## src/rtl/bspi_pkg.sv

```systemverilog
// ----------------------------------------------------------------
// Shared constants for the burst SRAM split-port link
// ----------------------------------------------------------------
package bspi_pkg;

  // Clocking: core clock and the link clock made by the controller
  localparam int CORE_PERIOD_NS = 25;
  localparam int LINK_PERIOD_NS = 200;
  localparam int LINK_DIV       = LINK_PERIOD_NS / CORE_PERIOD_NS;
  localparam int LINK_HALF      = LINK_DIV / 2;

  // Controller phase points within one link period
  localparam logic [2:0] PH_RDY   = 3'h5;  // Raise ready one cycle before the update
  localparam logic [2:0] PH_UPD_K = 3'h6;  // Update outputs for the next primary rise
  localparam logic [2:0] PH_UPD_N = 3'h2;  // Update outputs for the next complement rise

  // Burst and read latency, counted in half link cycles
  localparam int BURST_LEN   = 4;
  localparam int LAT_HALF_HI = 5;  // 2.5 link cycles
  localparam int LAT_HALF_LO = 2;  // 1 link cycle
  localparam int LAT_STAGES  = LAT_HALF_HI;

  // Echo clock delay behind the data launch, in core cycles
  localparam int ECHO_DELAY = 2;

  // Read response buffer
  localparam int RSP_FIFO_DEPTH = 32;

  // Address slot on the shared bus, one-hot
  typedef enum logic [1:0] {
    BSPI_SLOT_RD = 2'b01,
    BSPI_SLOT_WR = 2'b10
  } bspi_slot_e;

endpackage

```

## src/rtl/bspi_link_if.sv

```systemverilog
`timescale 1ns/1ps
// ----------------------------------------------------------------
// Link between the memory device and its controller
// ----------------------------------------------------------------
interface bspi_link_if #(
  parameter int DATA_W = 18,
  parameter int ADDR_W = 6
);
  logic              k;
  logic              k_n;
  logic [ADDR_W-1:0] addr;
  logic              rd_sel_n;
  logic              wr_sel_n;
  logic [DATA_W-1:0] wr_data;
  logic [DATA_W-1:0] rd_data;
  logic              read_valid_flag;
  logic              echo_clock;
  logic              echo_clock_n;
  logic              latency_select_pin;

  modport dev (
    input  k, k_n, addr, rd_sel_n, wr_sel_n, wr_data, latency_select_pin,
    output rd_data, read_valid_flag, echo_clock, echo_clock_n
  );

  modport ctl (
    output k, k_n, addr, rd_sel_n, wr_sel_n, wr_data, latency_select_pin,
    input  rd_data, read_valid_flag, echo_clock, echo_clock_n
  );
endinterface

```

## src/rtl/bspi_ctl.sv

```systemverilog
`timescale 1ns/1ps
// ----------------------------------------------------------------
// Read response FIFO with registered output
// ----------------------------------------------------------------
module bspi_fifo #(
  parameter int WIDTH = 18,
  parameter int DEPTH = 32
) (
  input  wire logic                     core_clk,
  input  wire logic                     arst_n,
  input  wire logic                     in_valid,
  output wire logic                     in_ready,
  input  wire logic [WIDTH-1:0]         in_data,
  output wire logic                     out_valid,
  input  wire logic                     out_ready,
  output wire logic [WIDTH-1:0]         out_data,
  output wire logic [$clog2(DEPTH):0]   level
);
  if (DEPTH < 2 || (DEPTH & (DEPTH - 1)) != 0) begin : g_bad_depth
    $error("bspi_fifo: DEPTH must be a power of two");
  end

  localparam int PW = $clog2(DEPTH);

  logic [WIDTH-1:0] mem [0:DEPTH-1];
  logic [PW:0]      wp_q;
  logic [PW:0]      rp_q;
  logic             ov_q;
  logic [WIDTH-1:0] od_q;

  wire empty = (wp_q == rp_q);
  wire full  = (wp_q[PW] != rp_q[PW]) && (wp_q[PW-1:0] == rp_q[PW-1:0]);
  wire push  = in_valid & ~full;
  wire pop   = ~empty & (~ov_q | out_ready);

  // Pointers and the output stage; the drain side stalls the pop
  always_ff @(posedge core_clk or negedge arst_n) begin
    if (!arst_n) begin
      wp_q <= '0;
      rp_q <= '0;
      ov_q <= 1'b0;
      od_q <= '0;
    end else begin
      if (push) wp_q <= wp_q + (PW+1)'(1);
      if (pop) begin
        rp_q <= rp_q + (PW+1)'(1);
        od_q <= mem[rp_q[PW-1:0]];
        ov_q <= 1'b1;
      end else if (out_ready) begin
        ov_q <= 1'b0;
      end
    end
  end

  always_ff @(posedge core_clk) begin
    if (push) mem[wp_q[PW-1:0]] <= in_data;
  end

  assign in_ready  = ~full;
  assign out_valid = ov_q;
  assign out_data  = od_q;
  assign level     = wp_q - rp_q;
endmodule

// ----------------------------------------------------------------
// Memory controller end of the link
// ----------------------------------------------------------------
module bspi_ctl
  import bspi_pkg::*;
#(
  parameter int DATA_W = 18,
  parameter int ADDR_W = 6,
  parameter int DEPTH  = RSP_FIFO_DEPTH
) (
  input  wire logic                          core_clk,
  input  wire logic                          arst_n,
  bspi_link_if.ctl                           link,
  input  wire logic                          latency_select,
  input  wire logic                          wr_valid,
  output wire logic                          wr_ready,
  input  wire logic [ADDR_W-1:0]             wr_addr,
  input  wire logic [BURST_LEN*DATA_W-1:0]   wr_data,
  input  wire logic                          rd_valid,
  output wire logic                          rd_ready,
  input  wire logic [ADDR_W-1:0]             rd_addr,
  output wire logic                          rsp_valid,
  input  wire logic                          rsp_ready,
  output wire logic [DATA_W-1:0]             rsp_data
);
  if (DEPTH < BURST_LEN) begin : g_bad_depth
    $error("bspi_ctl: DEPTH must hold one burst");
  end

  localparam int CW     = $clog2(DEPTH) + 1;
  localparam int WORD_W = $clog2(BURST_LEN);

  // ----------------------------------------------------------------
  // Link clock divider
  // ----------------------------------------------------------------
  logic [2:0] ph_q;
  logic       k_q;
  logic       kn_q;

  // Link clock made from the core clock; complement is its inverse
  always_ff @(posedge core_clk or negedge arst_n) begin
    if (!arst_n) begin
      ph_q <= 3'h0;
      k_q  <= 1'b0;
      kn_q <= 1'b1;
    end else begin
      ph_q <= (ph_q == 3'(LINK_DIV - 1)) ? 3'h0 : ph_q + 3'h1;
      k_q  <= (ph_q < 3'(LINK_HALF));
      kn_q <= ~(ph_q < 3'(LINK_HALF));
    end
  end

  // ----------------------------------------------------------------
  // Request issue
  // ----------------------------------------------------------------
  bspi_slot_e                slot_q;
  logic                      rd_rdy_q;
  logic                      wr_rdy_q;
  logic [ADDR_W-1:0]         addr_q;
  logic                      rd_sel_n_q;
  logic                      wr_sel_n_q;
  logic [DATA_W-1:0]         wd_q;
  logic [BURST_LEN*DATA_W-1:0] wbuf_q;
  logic                      wb_act_q;
  logic [WORD_W-1:0]         wb_idx_q;
  logic [CW-1:0]             infl_q;
  logic                      lat_q;
  logic [CW-1:0]             level;
  logic                      fifo_in_ready;

  wire upd_k = (ph_q == PH_UPD_K);
  wire upd_n = (ph_q == PH_UPD_N);
  wire rtake = upd_k & (slot_q == BSPI_SLOT_RD) & rd_rdy_q & rd_valid;
  wire wtake = upd_k & (slot_q == BSPI_SLOT_WR) & wr_rdy_q & wr_valid;
  wire [DATA_W-1:0] wr_word = wbuf_q[wb_idx_q*DATA_W +: DATA_W];

  // Read is offered only when the buffer can absorb the whole burst
  wire [CW:0] need    = {1'b0, level} + {1'b0, infl_q} + (CW+1)'(BURST_LEN);
  wire        credit  = (need <= (CW+1)'(DEPTH)) & fifo_in_ready;

  always_ff @(posedge core_clk or negedge arst_n) begin
    if (!arst_n) begin
      slot_q   <= BSPI_SLOT_WR;  // Rise one passes unused; first update feeds a write slot
      rd_rdy_q <= 1'b0;
      wr_rdy_q <= 1'b0;
      lat_q    <= 1'b0;
    end else begin
      if (upd_k) slot_q <= (slot_q == BSPI_SLOT_RD) ? BSPI_SLOT_WR : BSPI_SLOT_RD;
      rd_rdy_q <= (ph_q == PH_RDY) & (slot_q == BSPI_SLOT_RD) & credit;
      wr_rdy_q <= (ph_q == PH_RDY) & (slot_q == BSPI_SLOT_WR);
      lat_q    <= latency_select;
    end
  end

  always_ff @(posedge core_clk or negedge arst_n) begin
    if (!arst_n) begin
      addr_q     <= '0;
      rd_sel_n_q <= 1'b1;
      wr_sel_n_q <= 1'b1;
    end else if (upd_k) begin
      rd_sel_n_q <= ~rtake;
      wr_sel_n_q <= ~wtake;
      if (rtake) addr_q <= rd_addr;
      if (wtake) addr_q <= wr_addr;
    end
  end

  // one write word per clock rise
  always_ff @(posedge core_clk or negedge arst_n) begin
    if (!arst_n) begin
      wd_q     <= '0;
      wbuf_q   <= '0;
      wb_act_q <= 1'b0;
      wb_idx_q <= '0;
    end else if (wtake) begin
      wbuf_q   <= wr_data;
      wd_q     <= wr_data[DATA_W-1:0];
      wb_act_q <= 1'b1;
      wb_idx_q <= WORD_W'(1);
    end else if ((upd_k || upd_n) && wb_act_q) begin
      wd_q     <= wr_word;
      wb_idx_q <= wb_idx_q + WORD_W'(1);
      wb_act_q <= (wb_idx_q != WORD_W'(BURST_LEN - 1));
    end
  end

  // ----------------------------------------------------------------
  // Read capture
  // ----------------------------------------------------------------
  localparam int RW = DATA_W + 3;

  // Idle levels of the device outputs; the inverse echo idles high,
  // so a zero reset here would fake an echo edge after release
  localparam logic [RW-1:0] RS_IDLE = {1'b0, 1'b1, {(DATA_W+1){1'b0}}};

  logic [RW-1:0] rs1_q;
  logic [RW-1:0] rs2_q;
  logic          ep_q;
  logic          enp_q;

  // Device outputs cross through two flops before any use
  always_ff @(posedge core_clk or negedge arst_n) begin
    if (!arst_n) begin
      rs1_q <= RS_IDLE;
      rs2_q <= RS_IDLE;
      ep_q  <= 1'b0;
      enp_q <= 1'b1;
    end else begin
      rs1_q <= {link.echo_clock, link.echo_clock_n, link.read_valid_flag, link.rd_data};
      rs2_q <= rs1_q;
      ep_q  <= rs2_q[RW-1];
      enp_q <= rs2_q[RW-2];
    end
  end

  wire echo_edge = (rs2_q[RW-1] & ~ep_q) | (rs2_q[RW-2] & ~enp_q);
  wire cap       = echo_edge & rs2_q[DATA_W];

  // Words promised but not yet captured
  always_ff @(posedge core_clk or negedge arst_n) begin
    if (!arst_n) infl_q <= '0;
    else         infl_q <= infl_q + (rtake ? CW'(BURST_LEN) : CW'(0)) - (cap ? CW'(1) : CW'(0));
  end

  bspi_fifo #(
    .WIDTH (DATA_W),
    .DEPTH (DEPTH)
  ) u_rsp_fifo (
    .core_clk  (core_clk),
    .arst_n    (arst_n),
    .in_valid  (cap),
    .in_ready  (fifo_in_ready),
    .in_data   (rs2_q[DATA_W-1:0]),
    .out_valid (rsp_valid),
    .out_ready (rsp_ready),
    .out_data  (rsp_data),
    .level     (level)
  );

  assign link.k                  = k_q;
  assign link.k_n                = kn_q;
  assign link.addr               = addr_q;
  assign link.rd_sel_n           = rd_sel_n_q;
  assign link.wr_sel_n           = wr_sel_n_q;
  assign link.wr_data            = wd_q;
  assign link.latency_select_pin = lat_q;
  assign rd_ready                = rd_rdy_q;
  assign wr_ready                = wr_rdy_q;

endmodule

```

## src/flat_wrapper.sv

```systemverilog
// flat-port wrapper written by rule: the top's interface ports become plain ports
module bspi_ctl_flat import bspi_pkg::*;
#(
  parameter int DATA_W = 18,
  parameter int ADDR_W = 6,
  parameter int DEPTH  = RSP_FIFO_DEPTH
)
  (core_clk, arst_n, latency_select, wr_valid, wr_ready, wr_addr, wr_data, rd_valid, rd_ready, rd_addr, rsp_valid, rsp_ready, rsp_data, link_k, link_k_n, link_addr, link_rd_sel_n, link_wr_sel_n, link_wr_data, link_latency_select_pin, link_rd_data, link_read_valid_flag, link_echo_clock, link_echo_clock_n);
  bspi_link_if #(.DATA_W(DATA_W), .ADDR_W(ADDR_W)) link_i ();
  input  wire logic core_clk;
  input  wire logic arst_n;
  input  wire logic latency_select;
  input  wire logic wr_valid;
  output wire logic wr_ready;
  input  wire logic [ADDR_W-1:0] wr_addr;
  input  wire logic [BURST_LEN*DATA_W-1:0] wr_data;
  input  wire logic rd_valid;
  output wire logic rd_ready;
  input  wire logic [ADDR_W-1:0] rd_addr;
  output wire logic rsp_valid;
  input  wire logic rsp_ready;
  output wire logic [DATA_W-1:0] rsp_data;
  output wire logic [$bits(link_i.k)-1:0] link_k;
  output wire logic [$bits(link_i.k_n)-1:0] link_k_n;
  output wire logic [$bits(link_i.addr)-1:0] link_addr;
  output wire logic [$bits(link_i.rd_sel_n)-1:0] link_rd_sel_n;
  output wire logic [$bits(link_i.wr_sel_n)-1:0] link_wr_sel_n;
  output wire logic [$bits(link_i.wr_data)-1:0] link_wr_data;
  output wire logic [$bits(link_i.latency_select_pin)-1:0] link_latency_select_pin;
  input wire logic [$bits(link_i.rd_data)-1:0] link_rd_data;
  input wire logic [$bits(link_i.read_valid_flag)-1:0] link_read_valid_flag;
  input wire logic [$bits(link_i.echo_clock)-1:0] link_echo_clock;
  input wire logic [$bits(link_i.echo_clock_n)-1:0] link_echo_clock_n;
  assign link_k = link_i.k;
  assign link_k_n = link_i.k_n;
  assign link_addr = link_i.addr;
  assign link_rd_sel_n = link_i.rd_sel_n;
  assign link_wr_sel_n = link_i.wr_sel_n;
  assign link_wr_data = link_i.wr_data;
  assign link_latency_select_pin = link_i.latency_select_pin;
  assign link_i.rd_data = link_rd_data;
  assign link_i.read_valid_flag = link_read_valid_flag;
  assign link_i.echo_clock = link_echo_clock;
  assign link_i.echo_clock_n = link_echo_clock_n;
  bspi_ctl #(.DATA_W(DATA_W), .ADDR_W(ADDR_W), .DEPTH(DEPTH)) u_core (.core_clk(core_clk), .arst_n(arst_n), .link(link_i), .latency_select(latency_select), .wr_valid(wr_valid), .wr_ready(wr_ready), .wr_addr(wr_addr), .wr_data(wr_data), .rd_valid(rd_valid), .rd_ready(rd_ready), .rd_addr(rd_addr), .rsp_valid(rsp_valid), .rsp_ready(rsp_ready), .rsp_data(rsp_data));
endmodule
```

## config.mk

```make
export PLATFORM = sky130hd
export DESIGN_NAME = bspi_ctl_flat
export DESIGN_NICKNAME = d
export VERILOG_FILES = /design/src/rtl/bspi_pkg.sv /design/src/rtl/bspi_link_if.sv /design/src/rtl/bspi_ctl.sv /design/src/flat_wrapper.sv
export SDC_FILE = /design/constraint.sdc
export NUM_CORES = 1
export LEC_CHECK = 0
export BUFFER_PORTS_ARGS = -buffer_cell sky130_fd_sc_hd__buf_4
export CAP_MARGIN = 20
export CORE_ASPECT_RATIO = 1.4
export CORE_UTILIZATION = 45
export CTS_BUF_LIST = sky130_fd_sc_hd__clkbuf_2
export CTS_CLUSTER_SIZE = 16
export DETAILED_ROUTE_END_ITERATION = 16
export PLACE_DENSITY = 0.72
export SETUP_SLACK_MARGIN = 0.4
export SYNTH_ARGS = -nofsm -noshare
export SYNTH_HDL_FRONTEND = slang
export SYNTH_SLANG_ARGS = --single-unit
```

## constraint.sdc

```tcl
create_clock -name core_clk -period 7.5 [get_ports core_clk]
set_clock_uncertainty 0.1 [all_clocks]
set_input_delay 0.75 -clock core_clk [delete_from_list [all_inputs] [get_ports core_clk]]
set_output_delay 0.75 -clock core_clk [all_outputs]
set_load 0.01 [all_outputs]
```

# After elaboration in Yosys (flattened, before gate mapping)

Memories as Yosys holds them, arrays and structs flattened. A register that Yosys moved wholly into a read port is not among the register bits.
Cells that the tools add are included.

Add/subtract/negate cells: 9
$mul: 1
$lt $le $gt $ge: 2
Equality and inequality tests: 10
Shift operators: 1
Mux-type cells: 16
Bitwise logic cells: 25
Reduce and logical (&&, ||, !) cells: 8

Operators with widths:

| operator              | number |
|---|---|
| $shiftx A72 B8 Y18    | 1 |
| $mux W18              | 2 |
| $and A1 B1 Y1         | 15 |
| $add A6 B1 Y6 const B | 2 |
| $mux W6               | 2 |
| $sub A6 B6 Y6         | 2 |
| $eq A3 B3 Y1 const B  | 3 |
| $not A1 Y1            | 8 |
| $add A6 B6 Y7         | 1 |
| $add A7 B3 Y7 const B | 1 |
| $le A7 B6 Y1 const B  | 1 |
| $mux W1               | 7 |
| $add A6 B6 Y6         | 1 |
| $eq A6 B6 Y1          | 1 |
| $mul A2 B4 Y6 const B | 1 |
| $mux W2               | 3 |
| $mux W3               | 2 |
| $reduce_bool A2 Y1    | 3 |
| $eq A5 B5 Y1          | 1 |
| $add A3 B1 Y3 const B | 1 |
| $eq A3 B2 Y1 const B  | 1 |
| $lt A3 B3 Y1 const B  | 1 |
| $add A2 B1 Y2 const B | 1 |
| $eq A2 B1 Y1 const B  | 1 |
| 8 further kinds       | 10 |

Register bits after elaboration: 174
RAM bits: 576
Input port bits: 111
Output and inout bits: 50
Memories kept: 1

Memories:

| memory                | words | bits a word | read ports | clocked after Yosys merged registers in | wr ports | RTL line       | source |
|---|---|---|---|---|---|---|---|
| u_core.u_rsp_fifo.mem | 32    | 18          | 1          | 1                                       | 1        | bspi_ctl.sv:25 | `logic [WIDTH-1:0] mem [0:DEPTH-1];` |

# Depth between registers and ports, before layout

Depth after elaboration: 7
Gate-level depth with buffers: 15
Mapped depth without buffers: 15

# By module

Synthesis repeated with hierarchy kept, for this count alone.

Cell total of the unflattened synthesis: 1775
Area total of the unflattened synthesis: 30349.1 um2

By module, submodules not included:

| module    | instances | cells each | area an instance (um2) | sequential area each (um2) |
|---|---|---|---|---|
| bspi_fifo | 1         | 1200       | 23861.6                | 18072.3 |
| bspi_ctl  | 1         | 575        | 6487.5                 | 4037.6 |

# Worst setup path before layout

Ideal clock, no wire load.

Path type: register -> register
From: register u_core.u_rsp_fifo.rp_q[3]
To: memory u_core.u_rsp_fifo.mem[31][0] (enable)
Data arrival time: 2676 ps
Data required time: 7007 ps
Setup slack: 4331 ps
Stages on the path, launching flop included: 11
Path buffers: 3
Cell sequence: dfrtp_1 > inv_1 > buf_2 > ha_1 > and4_1 > and3_1 > and3b_1 > buf_2 > nand2_1 > buf_2 > nor2_1

Word-level cells in the longest chain between the ends: 6

RTL lines:

| item                          | RTL line       | source |
|---|---|---|
| start: declaration            | bspi_ctl.sv:27 | `logic [PW:0] rp_q;` |
| start signal: assignment      | bspi_ctl.sv:46 | `rp_q <= rp_q + (PW+1)'(1);` |
| $eq A5 B5 Y1                  | bspi_ctl.sv:32 | `wire full = (wp_q[PW] != rp_q[PW]) && (wp_q[PW-1:0] == rp_q[PW-1:0]);` |
| $logic_and A1 B1 Y1           | bspi_ctl.sv:32 |  |
| $not A1 Y1                    | bspi_ctl.sv:33 | `wire push = in_valid & ~full;` |
| $and A1 B1 Y1                 | bspi_ctl.sv:33 |  |
| $mux W1                       | bspi_ctl.sv:56 | `if (push) mem[wp_q[PW-1:0]] <= in_data;` |
| $mux W1 (implied by the code) | bspi_ctl.sv:56 |  |
| end: declaration              | bspi_ctl.sv:25 |  |

No other way between the ends.

# Worst setup path after layout

From: register u_core.u_rsp_fifo.rp_q[3]
To: memory u_core.u_rsp_fifo.mem[23][9] (enable)

Same word-level chain as after synthesis.

==> summary.txt <==
Status
  – Outcome: finished clean

Power and ir drop
  – Switching share of power: 33.57%
  – Clock network power share: 23.3%
  – PwrDens: 326.2 nW/µm²
  – Leakage power: 13.15 nW
  – P_sw: 3.815 mW
  – Comb pwr share: 31.7%
  – Worst vdd ir: 0.0002519 V
  – Flop pwr share: 45.0%
  – Int Pwr: 7.549 mW

Min path
  – Hold crit path type: input port to async pin

Synthesis
  – Commonest cells post-synth: edfxtp_1 (576), nand2_1 (249), dfrtp_1 (185), mux4_2 (147), o22ai_1 (76)
  – Mapped Cells: 1,637
  – Post-synth cell types: 42
  – Post-Syn Area: 29,630 µm²
  – Top-count cell post-synth: edfxtp_1
  – Synth top area cells: edfxtp_1 (58%), dfrtp_1 (16%), mux4_2 (11%)
  – Ys Warns: 0
  – Post-synth top area share: 58.38%
  – Yosys reg bits: 768
  – Syn Nets: 1,783
  – Cell taking the most area after synthesis: edfxtp_1
  – Synth Flop Type: edfxtp_1
  – Asr flop ratio synth: 25.00%
  – Sequential share of the synthesized area: 74.63%
  – Post-synthesis average cell area: 18.10 µm²
  – EDFF count, synth: 576

CTS
  – Num Clock Sinks: 768
  – Clk root buf: clkbuf_2
  – Setup repair bufs after CTS: 0
  – Post-CTS Resized: 0
  – Total CTS buffers: 171
  – H-tree depth: 4
  – Clk pin slew, worst setup/hold paths: 0.12 ns
  – CTS tree: built
  – Clock buffer depth: 3
  – Hold-fix buffers at CTS: 132
  – Clock Latency Late Sink: 1.24 ns

Critical path
  – CP Launch Point: u_core.u_rsp_fifo.rp_q[3]
  – Critical-path maximum fanout: 18
  – Worst Path Required: 8.17 ns
  – CP Data Arrival Time: 4.85 ns
  – Critical path type: flop to flop
  – CP Buf/Inv Count: 1
  – Reg-to-reg setup timing slack: 3.32 ns
  – Critical path's slowest cell: nor2_2
  – Worst Setup EP: u_core.u_rsp_fifo.mem[23][9]
  – CP Launch Type: flop
  – Worst r2r path cells: 7
  – WP depth: 7
  – Worst Setup End Kind: flop
  – Reg-to-Reg End: u_core.u_rsp_fifo.mem[23][9]
  – R2R Path Start: u_core.u_rsp_fifo.rp_q[3]
  – Cell family with most CP delay: simple AND/OR/NAND/NOR gates
  – Crit path cell chain: inv_1 -> ha_1 -> and4_1 -> and3_1 -> and3b_1 -> nand2_1 -> nor2_2
  – CP max stage delay: 0.97 ns

Placement
  – Post-Place Worst Slack: 3.486 ns
  – Final Wtd Congestion: 0.9126
  – PortBufs: 160
  – Hpwl dp: 43.91 mm

Timing
  – Slew margin rel.: 25.39%
  – Final worst slack: 3.322 ns
  – Slew at the pin with the worst max-slew slack: 1.119 ns
  – Crit path time final: 4.178 ns
  – Max-slew violations: 0
  – Endpoints failing setup: 0
  – Final setup TNS: 0 ns
  – F_max: 239.3 MHz
  – Hold Violations, Final: 0
  – Tcrit/Tclk final: 55.71%
  – RSZ-0062 raised after global routing: false

Cells and area
  – Fin nets: 2,220
  – Layout area overhead: 17.61%
  – Proportion of layout cells with a drive suffix above 1: 30.94%
  – Fillcell total: 5,077

GRT
  – Gr usage total: 22.28%
  – Pin count of the biggest net entering global routing: 120
  – GRT overflow: 0
  – Vias in the first global route: 18,160
  – Initial antenna violation count: 1
  – Global-route wire length before repair: 108.7 mm

Floorplan
  – Core area: 64,690 µm²
  – Initial Utilization: 45.80%
  – Core Rows: 110
  – I/O Pins: 161
  – DIE AREA: 66,880 µm²
  – Die extent in y: 305.6 µm
  – Die width: 218.9 µm

Detailed routing
  – Via-per-instance ratio: 5.538
  – Detailed Routing Iterations Pass 1: 6
  – Wirelength, routed: 72.39 mm
  – WL/cell: 23.71 µm
  – Detailed Route Iter0 Violations: 1,320
  – DR DRC count: 0
  – Via Count: 16,910
  – Post-DRT Antenna Nets: 0

Job
  – Max-cap viol count: 0
[registers in the layout (all words and copies together) (netlist names), 2 cells and up]
register / cells
u_core.u_rsp_fifo.out_data: 18
u_core.ph_q: 3
u_core.slot_q: 2
u_core.wb_idx_q: 2
u_core.rs2_q: 21
u_core.link.addr: 6
u_core.u_rsp_fifo.mem: 576
u_core.rs1_q: 21
u_core.u_rsp_fifo.wp_q: 6
u_core.link.wr_data: 18
u_core.infl_q: 6
u_core.u_rsp_fifo.rp_q: 6
u_core.wbuf_q: 72
[metal layers]
| layer | wire (µm) | vias up | share of wire [%] | GRT usage, % |
|---|---|---|---|---|
| li1 | - | 7348 | - | - |
| met1 | 26010 | 8591 | 36 | 25.51 |
| met2 | 38140 | 788 | 53 | 38.71 |
| met3 | 4858 | 181 | 6.7 | 4.806 |
| met4 | 3383 | 0 | 4.7 | 11.97 |
| met5 | 0 | - | 0 | 0 |
[worst register-to-register path, delay by kind of cell, from the launching register on]
family | cells | cell delay [ns]
flip-flops | 1 | 0.65
AND/OR/NAND/NOR | 5 | 2.28
adder cells (fa/ha/maj) | 1 | 0.41
buffers and inverters | 1 | 0.29
[through the flow]
| stage | total power, mW | hold WS, ns | utilization [%] | std cells | cell area [µm²] |
|---|---|---|---|---|---|
| 2_1_floorplan | 7.603 | 0.2312 | - | 1637 | 29630 |
| 3_3_place_gp | 8.683 | 0.2322 | 49.28 | 2608 | 31880 |
| 3_5_place_dp | 8.762 | 0.2347 | 49.28 | 2608 | 31880 |
| 4_1_cts | 11.45 | 0.0009193 | 53.83 | 3050 | 34820 |
| 5_1_grt | 11.90 | 0.02340 | 53.86 | 3052 | 34840 |
| 6_report | 11.36 | 0.09743 | 53.86 | 3053 | 34840 |
[cells by family after synthesis]
family | synth area share [%]
xor+xnor | 0.6799
flops | 74.63
fa+ha+maj | 1.554
mux | 13.53
buf+inv | 1.774
simple gates | 4.958
compound gates | 2.872
[power groups by stage]
stage	Sequential [mW]	Combinational, mW	Clock (mW)
global route	5.15	3.85	2.90
floorplan	5.12	2.48	0
detailed placement	5.21	3.55	0
CTS	5.12	3.63	2.71
global placement	5.19	3.49	0
finish	5.12	3.60	2.65
[how the worst min path moves through the flow]
stage / slack (ns) / to / depth (start not counted)
3_5_place_dp: 0.23 / u_core.rs2_q[12] / 0
3_3_place_gp: 0.23 / u_core.rs2_q[17] / 0
4_1_cts: 0.0009 / u_core.rs1_q[14] / 2
6_report: 0.1 / u_core.wbuf_q[23] / 2
2_1_floorplan: 0.23 / u_core.rs2_q[0] / 0
5_1_grt: 0.02 / u_core.rs1_q[5] / 2
[placed cells by master (no fill, tap or decap), types with 25 or more instances in the layout]
cell type,netlist,layout
clkinv_1,0,40
mux2i_1,36,36
clkbuf_2,0,246
o22ai_1,76,76
inv_1,30,30
dlygate4sd3_1,0,132
nor2_1,56,40
mux2_2,30,30
buf_4,8,201
ha_1,32,32
edfxtp_1,576,576
o21ai_0,25,25
dfrtp_1,185,181
nand2_1,249,249
mux4_2,147,147
[cell type report]
| type | instances | area [µm²] | area share, % |
|---|---|---|---|
| clock buffer | 246 | 1231 | 3.534 |
| multi-input combinational | 767 | 7048 | 20.23 |
| timing repair buffer | 336 | 2880 | 8.267 |
| inverter | 30 | 112.6 | 0.3232 |
| antenna | 2 | 5.005 | 0.01436 |
| clock inverter | 64 | 394.1 | 1.131 |
| sequential | 768 | 22120 | 63.49 |
| tap | 840 | 1051 | 3.016 |
(Power assumes the default switching activity.)
